==> src/rtl/adc_regs.svh <==
// Register offsets, field positions, reset values and timing counts of the converter control block.
`ifndef ADC_REGS_SVH
`define ADC_REGS_SVH

`define ADC_ADDR_W 8
`define ADC_CTRL_OFFSET 8'h00
`define ADC_RESULT_OFFSET 8'h01

`define ADC_DONE_BIT 7
`define ADC_RC_BIT 6
`define ADC_ON_BIT 5
`define ADC_RSVD_MSB 4
`define ADC_RSVD_LSB 3
`define ADC_CH_MSB 2
`define ADC_CH_LSB 0

`define ADC_CTRL_RESET 8'h00
`define ADC_RESULT_RESET 8'h00

`define ADC_CONV_TICKS 32
`define ADC_LAST_TICK 5'h1F
`define ADC_FIRST_TICK 5'h00
`define ADC_SAR_STEPS 5'h08
`define ADC_SAR_FIRST 8'h80

`endif

==> src/rtl/adc_pkg.sv <==
// Types shared by the converter control block.
package adc_pkg;

  typedef struct packed {
    logic done;
    logic rc_clock_select;
    logic converter_power_on;
    logic [1:0] unused;
    logic [2:0] input_channel_field;
  } ctrl_t;

  typedef struct packed {
    logic [7:0] addr;
    logic [7:0] wdata;
    logic wr;
    logic rd;
  } bus_req_t;

  typedef struct packed {
    logic [1:0] ddr;
    logic [1:0] latch;
    logic [1:0] pin;
  } shared_port_t;

  typedef enum logic {
    ST_OFF = 1'b0,
    ST_RUN = 1'b1
  } conv_state_t;

endpackage : adc_pkg

==> src/rtl/adc_control.sv <==
// Converter control: status/control and result registers, conversion sequencer and shared-pin takeover.
`timescale 1ns/1ps
`include "adc_regs.svh"

//Contract
// - Conversions continue normally during wait mode.
// - Stop mode ceases activity, aborts conversion.
// - Done flag set on fresh result.
// - Done cleared by select, result read, off.
// - Convert repeatedly every 32 clock ticks.
// - New result overwrites old regardless of flag.
// - RC select clocks converter, enables oscillator.
// - Power-on bit enables or disables converter.
// - Control bits 4:3 read as zero.
// - Channel field is low three bits.
// - Channel codes map to pins and references.
// - Reserved channels give undefined results.
// - Selected shared pin stops being digital.
// - Taken pin reads zero when direction input.
// - Taken pin reads latch when direction output.
// - Untaken pins read normally.
// - Result register holds latest conversion value.
module adc_control (
  input wire logic clk,
  input wire logic arst_n,
  input wire logic [7:0] bus_addr,
  input wire logic [7:0] bus_wdata,
  input wire logic bus_wr,
  input wire logic bus_rd,
  output logic [7:0] bus_rdata,
  input wire logic stop_mode,
  input wire logic rc_tick,
  output logic rc_osc_enable,
  input wire logic comparator_in,
  output logic [7:0] dac_code,
  output logic [2:0] analog_channel,
  output logic sample_hold,
  input wire logic [1:0] port_ddr,
  input wire logic [1:0] port_latch,
  input wire logic [1:0] port_pin,
  output logic [1:0] port_read_data,
  output logic [1:0] port_digital_en
);

  logic rst_meta_q;
  logic rst_sync_n;
  adc_pkg::bus_req_t req;
  adc_pkg::shared_port_t port;
  adc_pkg::ctrl_t ctrl_q;
  adc_pkg::ctrl_t ctrl_rd;
  adc_pkg::conv_state_t state_q;
  logic [4:0] cnt_q;
  logic [7:0] sar_q;
  logic [7:0] sar_next;
  logic [7:0] dac_q;
  logic [7:0] result_q;
  logic [7:0] rdata_q;
  logic sample_q;
  logic [1:0] port_rd_q;
  logic ctrl_wr;
  logic result_rd;
  logic active;
  logic tick;
  logic conv_done;
  logic sar_step;
  logic [1:0] pin_taken;

  always_ff @(posedge clk or negedge arst_n)
  begin
    if (!arst_n)
    begin
      rst_meta_q <= 1'b0;
      rst_sync_n <= 1'b0;
    end
    else
    begin
      rst_meta_q <= 1'b1;
      rst_sync_n <= rst_meta_q;
    end
  end

  assign req = '{addr: bus_addr, wdata: bus_wdata, wr: bus_wr, rd: bus_rd};
  assign port = '{ddr: port_ddr, latch: port_latch, pin: port_pin};

  assign ctrl_wr = req.wr && (req.addr == `ADC_CTRL_OFFSET);
  assign result_rd = req.rd && (req.addr == `ADC_RESULT_OFFSET);

  // Wait mode has no input here on purpose: the converter keeps running through it.
  assign active = ctrl_q.converter_power_on && !stop_mode;
  // The RC tick is assumed already aligned to clk by the oscillator block.
  assign tick = ctrl_q.rc_clock_select ? rc_tick : 1'b1;
  // A control write in the last tick discards that conversion, so the set and a write clear never meet here.
  assign conv_done = (state_q == adc_pkg::ST_RUN) && active && tick && (cnt_q == `ADC_LAST_TICK)
    && !ctrl_wr;
  assign sar_step = (state_q == adc_pkg::ST_RUN) && active && tick && (cnt_q != `ADC_FIRST_TICK)
    && (cnt_q <= `ADC_SAR_STEPS);
  assign sar_next = comparator_in ? dac_q : sar_q;

  // Control fields; the done bit is owned by the sequencer below.
  always_ff @(posedge clk or negedge rst_sync_n)
  begin
    if (!rst_sync_n)
    begin
      ctrl_q.rc_clock_select <= 1'b0;
      ctrl_q.converter_power_on <= 1'b0;
      ctrl_q.unused <= 2'h0;
      ctrl_q.input_channel_field <= 3'h0;
    end
    else if (ctrl_wr)
    begin
      ctrl_q.rc_clock_select <= req.wdata[`ADC_RC_BIT];
      ctrl_q.converter_power_on <= req.wdata[`ADC_ON_BIT];
      ctrl_q.unused <= 2'h0;
      ctrl_q.input_channel_field <= req.wdata[`ADC_CH_MSB:`ADC_CH_LSB];
    end
  end

  // A fresh result beats a clear in the same cycle, so no completion is lost to a racing read.
  always_ff @(posedge clk or negedge rst_sync_n)
  begin
    if (!rst_sync_n)
    begin
      ctrl_q.done <= 1'b0;
    end
    else if (conv_done)
    begin
      ctrl_q.done <= 1'b1;
    end
    else if (ctrl_wr || result_rd || !ctrl_q.converter_power_on)
    begin
      ctrl_q.done <= 1'b0;
    end
  end

  // Sequencer: tick 0 samples, ticks 1 to 8 approximate, tick 31 publishes.
  always_ff @(posedge clk or negedge rst_sync_n)
  begin
    if (!rst_sync_n)
    begin
      state_q <= adc_pkg::ST_OFF;
      cnt_q <= `ADC_FIRST_TICK;
    end
    else if (ctrl_wr || !active)
    begin
      state_q <= adc_pkg::ST_OFF;
      cnt_q <= `ADC_FIRST_TICK;
    end
    else
    begin
      unique case (state_q)
        adc_pkg::ST_OFF:
        begin
          state_q <= adc_pkg::ST_RUN;
          cnt_q <= `ADC_FIRST_TICK;
        end
        adc_pkg::ST_RUN:
        begin
          if (tick)
          begin
            cnt_q <= cnt_q + 5'h01;
          end
        end
      endcase
    end
  end

  always_ff @(posedge clk or negedge rst_sync_n)
  begin
    if (!rst_sync_n)
    begin
      sar_q <= 8'h00;
      dac_q <= 8'h00;
      sample_q <= 1'b0;
    end
    else
    begin
      sample_q <= (state_q == adc_pkg::ST_RUN) && active && tick && (cnt_q == `ADC_FIRST_TICK) && !ctrl_wr;
      if (ctrl_wr || !active)
      begin
        sar_q <= 8'h00;
        dac_q <= 8'h00;
      end
      else if ((state_q == adc_pkg::ST_RUN) && tick && (cnt_q == `ADC_FIRST_TICK))
      begin
        sar_q <= 8'h00;
        dac_q <= `ADC_SAR_FIRST;
      end
      else if (sar_step)
      begin
        sar_q <= sar_next;
        dac_q <= sar_next | (`ADC_SAR_FIRST >> cnt_q);
      end
    end
  end

  // Reserved codes are converted like any other; what they yield is undefined by design.
  always_ff @(posedge clk or negedge rst_sync_n)
  begin
    if (!rst_sync_n)
    begin
      result_q <= `ADC_RESULT_RESET;
    end
    else if (conv_done)
    begin
      result_q <= sar_q;
    end
  end

  always_comb
  begin
    ctrl_rd = ctrl_q;
    ctrl_rd.unused = 2'h0;
  end

  always_ff @(posedge clk or negedge rst_sync_n)
  begin
    if (!rst_sync_n)
    begin
      rdata_q <= 8'h00;
    end
    else if (req.rd)
    begin
      unique case (req.addr)
        `ADC_CTRL_OFFSET: rdata_q <= ctrl_rd;
        `ADC_RESULT_OFFSET: rdata_q <= result_q;
        default: rdata_q <= 8'h00;
      endcase
    end
    else
    begin
      rdata_q <= 8'h00;
    end
  end

  // Channels 0 and 1 claim port bits 4 and 5; codes 4 to 7 route to references and test.
  assign pin_taken[0] = ctrl_q.converter_power_on && (ctrl_q.input_channel_field == 3'h0);
  assign pin_taken[1] = ctrl_q.converter_power_on && (ctrl_q.input_channel_field == 3'h1);

  // Registered so the port read mux never sees a half-written channel field.
  port_bit_read low_pin_read (
    .clk(clk),
    .rst_n(rst_sync_n),
    .taken(pin_taken[0]),
    .ddr(port.ddr[0]),
    .latch(port.latch[0]),
    .pin(port.pin[0]),
    .rd_q(port_rd_q[0])
  );

  port_bit_read high_pin_read (
    .clk(clk),
    .rst_n(rst_sync_n),
    .taken(pin_taken[1]),
    .ddr(port.ddr[1]),
    .latch(port.latch[1]),
    .pin(port.pin[1]),
    .rd_q(port_rd_q[1])
  );

  assign bus_rdata = rdata_q;
  assign rc_osc_enable = ctrl_q.rc_clock_select;
  assign dac_code = dac_q;
  assign analog_channel = ctrl_q.input_channel_field;
  assign sample_hold = sample_q;
  assign port_read_data = port_rd_q;
  assign port_digital_en = ~pin_taken;
endmodule : adc_control

// One shared port bit as a port data read sees it.
// The direction bit wins over the takeover, so an output pin still reads its latch.
module port_bit_read (
  input wire logic clk,
  input wire logic rst_n,
  input wire logic taken,
  input wire logic ddr,
  input wire logic latch,
  input wire logic pin,
  output logic rd_q
);

  always_ff @(posedge clk or negedge rst_n)
  begin
    if (!rst_n)
    begin
      rd_q <= 1'b0;
    end
    else if (ddr)
    begin
      rd_q <= latch;
    end
    else if (taken)
    begin
      rd_q <= 1'b0;
    end
    else
    begin
      rd_q <= pin;
    end
  end

endmodule : port_bit_read

==> config.mk <==
export PLATFORM = sky130hd
export DESIGN_NAME = adc_control
export DESIGN_NICKNAME = d
export VERILOG_FILES = /design/src/rtl/adc_pkg.sv /design/src/rtl/adc_control.sv
export VERILOG_INCLUDE_DIRS = /design/src /design/src/rtl
export SDC_FILE = /design/constraint.sdc
export NUM_CORES = 1
export LEC_CHECK = 0
export ABC_AREA = 1
export BUFFER_PORTS_ARGS = -buffer_cell sky130_fd_sc_hd__buf_2
export CAP_MARGIN = 20
export CORE_ASPECT_RATIO = 0.8
export CORE_UTILIZATION = 48
export CTS_CLUSTER_DIAMETER = 150
export DETAILED_ROUTE_END_ITERATION = 7
export PLACE_DENSITY = 0.75
export REMOVE_ABC_BUFFERS = 1
export SETUP_SLACK_MARGIN = 0.15
export SYNTH_ARGS = -nofsm -noshare
export SYNTH_HDL_FRONTEND = slang
export SYNTH_SLANG_ARGS = --single-unit
export TNS_END_PERCENT = 50
==> constraint.sdc <==
create_clock -name clk -period 1.5 [get_ports clk]
set_clock_uncertainty 0.2 [all_clocks]
set_input_delay 0.075 -clock clk [delete_from_list [all_inputs] [get_ports clk]]
set_output_delay 0.075 -clock clk [all_outputs]
set_load 0.02 [all_outputs]
==> results of run 1 <==
==> power breakdown <==
group / switching, uW / total, uW / internal, uW
sequential: 15.3 / 1350 / 1330
clock: 460 / 790 / 330
combinational: 101 / 192 / 91.4
==> repair_timing <==
action                                 4_1_cts  5_1_grt
endpoints found under the hold margin       30       10
gates cloned                                 0        3
setup endpoints to repair                   33       37
buffers inserted                             4        3
pin swaps                                   13       28
resized for setup                           33       45
==> stage by stage <==
stage | TNS, ns | instance area (um2) | total power (uW) | instances
after detailed placement | -5.07 | 2890 | 1520 | 408
after global placement | -3.59 | 2890 | 1520 | 408
after floorplan | -11.45 | 2320 | 1430 | 270
after global routing | -6.11 | 3520 | 2410 | 441
after CTS | -3.25 | 3270 | 2320 | 435
final | -3.85 | 3520 | 2330 | 441
==> sequential cells by signal, summed over array words and instances, names as in the netlist <==
signal and flops:
sar_q 8, dac_code 8, low_pin_read.rd_q 1, high_pin_read.rd_q 1
rc_osc_enable 1, ctrl_q 2, rst_sync_n 1, state_q 1
cnt_q 5, analog_channel 3, bus_rdata 8, sample_hold 1
result_q 8, rst_meta_q 1
==> final cells by class <==
type                       instances  area share, %
sequential                        49           34.9
multi-input combinational        187           33.4
timing repair buffer             103           23.3
inverter                          34           3.77
tap                               60           2.13
clock buffer                       6           2.06
clock inverter                     2          0.427
==> cells by family after synthesis <==
kind of cell               Yosys count  synth area share, %
adders and majority gates            3                 1.56
AOI/OAI and AO/OA                   55                 13.3
and+or+nand+nor                    126                 24.3
buffers and inverters               46                 9.09
DFF                                 49                 50.9
xor gates and xnor gates             2                0.727
other                                1                0.156
==> synth_stat cells, drive strengths merged <==
cell type   n  share of area [%]
o21ai      31                6.4
o22ai       5                1.3
nor2       36                7.6
clkbuf      2               0.31
buf        10                3.5
dfrtp      49                 51
nand4       6                1.6
a21oi      17                4.9
xor2        2               0.73
or2         1               0.26
o21a        2               0.62
conb        1               0.16
nand3      12                2.7
inv        34                5.3
ha          3                1.6
nand2      71                 12
==> final timing paths <==
check | to | slack (ns) | cells after the start
setup / recovery | sar_q[7]$_DFFE_PN0P_ | -0.19 | 7
hold / removal | cnt_q[2]$_DFFE_PN0P_ | -0.03 | 0
setup reg to reg | sar_q[7]$_DFFE_PN0P_ | -0.19 | 7
hold reg to reg | cnt_q[2]$_DFFE_PN0P_ | -0.03 | 0
max in group asynchronous | rst_sync_n$_DFF_PN0_ | 0.56 | 3
min in group clk | cnt_q[4]$_DFFE_PN0P_ | 0.01 | 4
==> critical path, stage by stage (launching register included) <==
cell and delay (ns):
dfrtp_1 0.41, nand2_1 0.11, nor2_1 0.22, o21ai_4 0.10
nor2_4 0.17, buf_12 0.16, nor2_4 0.03, o21a_1 0.17
==> layer usage <==
| metal | routed length, um | vias up | part of all wire (%) | global-route usage (%) |
|---|---|---|---|---|
| met5 | 0 | - | 0 | 0 |
| met4 | 63 | 0 | 1.0 | 3.35 |
| met3 | 358 | 8 | 5.7 | 4.31 |
| met2 | 3060 | 82 | 49 | 39.2 |
| met1 | 2810 | 1072 | 45 | 31.9 |
| li1 | - | 1095 | - | - |
==> flow_summary.yaml, run 1 <==
outcome:
  outcome: "finished with violations"
  violations: "negative hold slack, negative setup slack"
cells_and_area:
  final_common_cell: "buf_2"
  regArea_um2: 1230
  nFillCells: 327
  n_antenna_cell: 0
  multi_input_area_um2: 1180
  final_cell_mix: "buf_2 (48), dfrtp_1 (47), nand2_1 (44)"
  drive_gt1_share_pct: 45.9
  post-route-util_pct: 74.8
  nNetsFinal: 412
  area_delta_synth_final_pct: 46.1
setup_path:
  arrival_ns: 1.69
  r2r_start: "ctrl_q[5]$_DFFE_PN0P_"
  start_kind: "flop"
  path_max_fanout: 7
  cp-startpoint: "ctrl_q[5]$_DFFE_PN0P_"
  endpoint_kind: "flop"
  required_ns: 1.49
  path_class: "flop to flop"
timing:
  rsz0062_at_grt: "yes"
  tightest_slew_ns: 0.542
  fmax_ghz: 0.590
  fin_crit_sh_pct: 113
  slew_headroom_pct: 63.5
  finalMaxSlewViolations: 0
  setup_viol: 26
  layout_setup_ws_ns: -0.194
  min_period_ns: 1.69
  holdWs_ns: -0.0333
  hold_viol: 13
routing:
  firstDrtPassIters: 4
  routedWlPerCell_um: 14.3
  antenna_left: 0
  vias: 2257
  drtIter0Drc: 103
  wirelength_um: 6290
  routed_via_density: 5.12
  drcViolationCount: 0
floorplan:
  io_pins: 54
  die_h_um: 65.4
  initial_utilization_pct: 51.2
  coreArea_um2: 4710
  num_rows: 22
  die-area_um2: 5310
  die_w_um: 81.2
logic_synthesis:
  synth-seq-cells: 49
  synthCells: 282
  syn_avg_cell_area_um2: 8.55
  synth_warnings: 0
  syn-cell-area_um2: 2410
  synth-seq-area-share_pct: 50.9
  ys_types: 26
clock_network:
  hold_buffers: 15
  cts_tree: "yes"
  cts_sinks: 49
  clk_latency_ns: 0.30
  cts-buffers-inserted: 5
  cts_max_level: 2
  path_clk_slew_ns: 0.10
  root_buffer: "clkbuf_8"
  clock_path_buffers: 2
global_route:
  grt_max_degree: 35
  grt_pass1_vias: 2088
  antenna_found_initial: 0
  grt_pass1_wl_um: 9370
  grt_overflow: 0
  grtUsageTotal_pct: 23.3
hold_path:
  hp-class: "flop to asynchronous set/reset pin"
place:
  pre_cts_ws_ns: -0.297
  place_congestion: 0.822
  hpwl_um: 3810
  place.port_buffers: 50
pwr:
  power_per_cell_area_nw_per_um2: 663
  p_leak_uw: 0.00166
  ir_drop_mv: 0.555
flow_run:
  cap_viol_max_count: 0
Note: power is estimated with default switching activity, not from simulation.
==> run 2, diff against run 1 <==
CORE_UTILIZATION = 25   (was 48)
PLACE_DENSITY = not set   (was 0.75)
SETUP_SLACK_MARGIN = 0.02   (was 0.15)
==> run 2 against run 1 <==
Net effect:
- the run ends with design-rule violations, negative setup slack left
- first-iteration DRC count rose by 12%
- critical path type unchanged
- global-route usage decreased by 11 points
- cell count rose by 13%
- sequential share of layout area down 1.6 points
- clock power is 86% higher
- design area grew 4.9%
==> flow_summary.yaml, run 2 (synthesis results as in run 1) <==
outcome:
  outcome: "finished with violations"
  violations: "design-rule violations, negative setup slack"
clock_network:
  cts_sinks: 49
  clk_latency_ns: 0.28
  cts-buffers-inserted: 5
  cts_tree: "yes"
  root_buffer: "clkbuf_16"
  cts_max_level: 2
  clock_path_buffers: 2
  path_clk_slew_ns: 0.07
place:
  place.port_buffers: 50
  pre_cts_ws_ns: -0.284
  place_area_um2: 2970
  hpwl_um: 4200
  dp.cells: 462
  place_congestion: 0.790
cells_and_area:
  finalNonFillerCells: 498
  final_cell_mix: "buf_2 (50), dfrtp_1 (47), nand2_1 (42)"
  nNetsFinal: 414
  n_antenna_cell: 0
  post-route-util_pct: 40.2
  nFillCells: 891
  regArea_um2: 1230
  multi_input_area_um2: 1170
  area_delta_synth_final_pct: 53.3
  final_common_cell: "buf_2"
  fin_area_um2: 3690
  drive_gt1_share_pct: 45.4
floorplan:
  die_w_um: 112
  die_h_um: 89.8
  die-area_um2: 10000
  io_pins: 54
  initial_utilization_pct: 26.2
  coreArea_um2: 9190
  num_rows: 31
routing:
  routed_via_density: 4.40
  routedWlPerCell_um: 13.0
  firstDrtPassIters: 8
  wirelength_um: 6460
  antenna_left: 0
  vias: 2189
  drtIter0Drc: 115
  drcViolationCount: 9
setup_path:
  start_kind: "flop"
  path_max_fanout: 4
  path_class: "flop to flop"
  crit_top_cell: "nand2_2"
  endpoint_kind: "flop"
  worstPathCellList: "buf_6 > ha_4 > nand2_2 > nor2_2 > ha_2 > nand3_4 > clkbuf_16 > nand2_2 > o21ai_1"
  cp_slowest_cell: "dfrtp_1"
  cpPeakStageDelay_ns: 0.39
  required_ns: 1.47
  arrival_ns: 1.69
global_route:
  grtUsageTotal_pct: 12.6
  grt_max_degree: 48
  antenna_found_initial: 0
  grt_pass1_vias: 2137
  grt_overflow: 0
  grt_pass1_wl_um: 10100
timing:
  rsz0062_at_grt: "yes"
  finalMaxSlewViolations: 0
  fmax_ghz: 0.581
  hold_viol: 0
  min_period_ns: 1.72
  holdWs_ns: 0.0283
  fin_crit_sh_pct: 115
  layout_setup_ws_ns: -0.220
  setup_viol: 26
pwr:
  ir_drop_mv: 0.386
  p_leak_uw: 0.00173
  power_per_cell_area_nw_per_um2: 814
hold_path:
  hp-class: "flop to asynchronous set/reset pin"
flow_run:
  cap_viol_max_count: 0
[run 2: cell types whose count changed in the layout (fill, tap and decap cells not counted), sizes merged]
cell	delta
clkinvlp	-2
clkbuf	-1
bufinv	+2
dlymetal6s4s	+1
inv	+1
buf	+1
[run 2: path summary, 6_finish.rpt]
check / start / endpoint / slack, ns / cells past startpoint
min in group clk: rc_tick / cnt_q[4]$_DFFE_PN0P_ / 0.03 / 4
hold reg to reg: rst_sync_n$_DFF_PN0_ / cnt_q[1]$_DFFE_PN0P_ / 0.03 / 1
max in group asynchronous: arst_n / rst_sync_n$_DFF_PN0_ / 0.53 / 3
setup / recovery: cnt_q[0]$_DFFE_PN0P_ / result_q[0]$_DFFE_PN0P_ / -0.22 / 9
hold / removal: rst_sync_n$_DFF_PN0_ / cnt_q[1]$_DFFE_PN0P_ / 0.03 / 1
setup reg to reg: cnt_q[0]$_DFFE_PN0P_ / result_q[0]$_DFFE_PN0P_ / -0.22 / 9
[run 2: power by group]
group          internal (uW)  switching (uW)
registers               1340            7.71
clock network            962             505
logic                   91.2             106
total                   2390             619
[run 2: what timing repair did]
action | in CTS | in global routing
pin swaps | 3 | 15
hold buffers | 16 | 0
gates cloned | 0 | 4
gates resized for setup | 8 | 61
endpoints found under the setup margin | 31 | 32
setup buffers | 7 | 1
endpoints found under the hold margin | 14 | 0
[run 2: metrics by stage]
| stage | power (uW) | setup TNS (ns) |
|---|---|---|
| after global placement | 1520 | -3.74 |
| after floorplan | 1430 | -11.45 |
| after global routing | 3110 | -6.77 |
| after detailed placement | 1530 | -5.03 |
| final | 3010 | -4.52 |
| after CTS | 3040 | -4.34 |
[run 2: layout make-up]
type | count | area share [%]
Multi-Input combinational cell | 187 | 31.6
Tap cell | 115 | 3.90
Clock inverter | 3 | 1.86
Sequential cell | 49 | 33.3
Clock buffer | 5 | 3.39
Timing Repair Buffer | 105 | 22.4
Inverter | 34 | 3.59
[run 2: worst max-delay path, delay by kind of cell (launching register included)]
family	cells	cell delay, ns
flops	1	0.39
simple gates	4	0.32
fa+ha+maj	2	0.32
buf+inv	2	0.31
compound gates	1	0.05
[run 2: layer usage]
layer	up-vias	part of all wire, %	GRT usage [%]
li1	1094	-	-
met1	1040	48	17.3
met2	51	46	19.7
met3	4	4.5	3.03
met4	0	0.59	3.72
met5	-	0	0
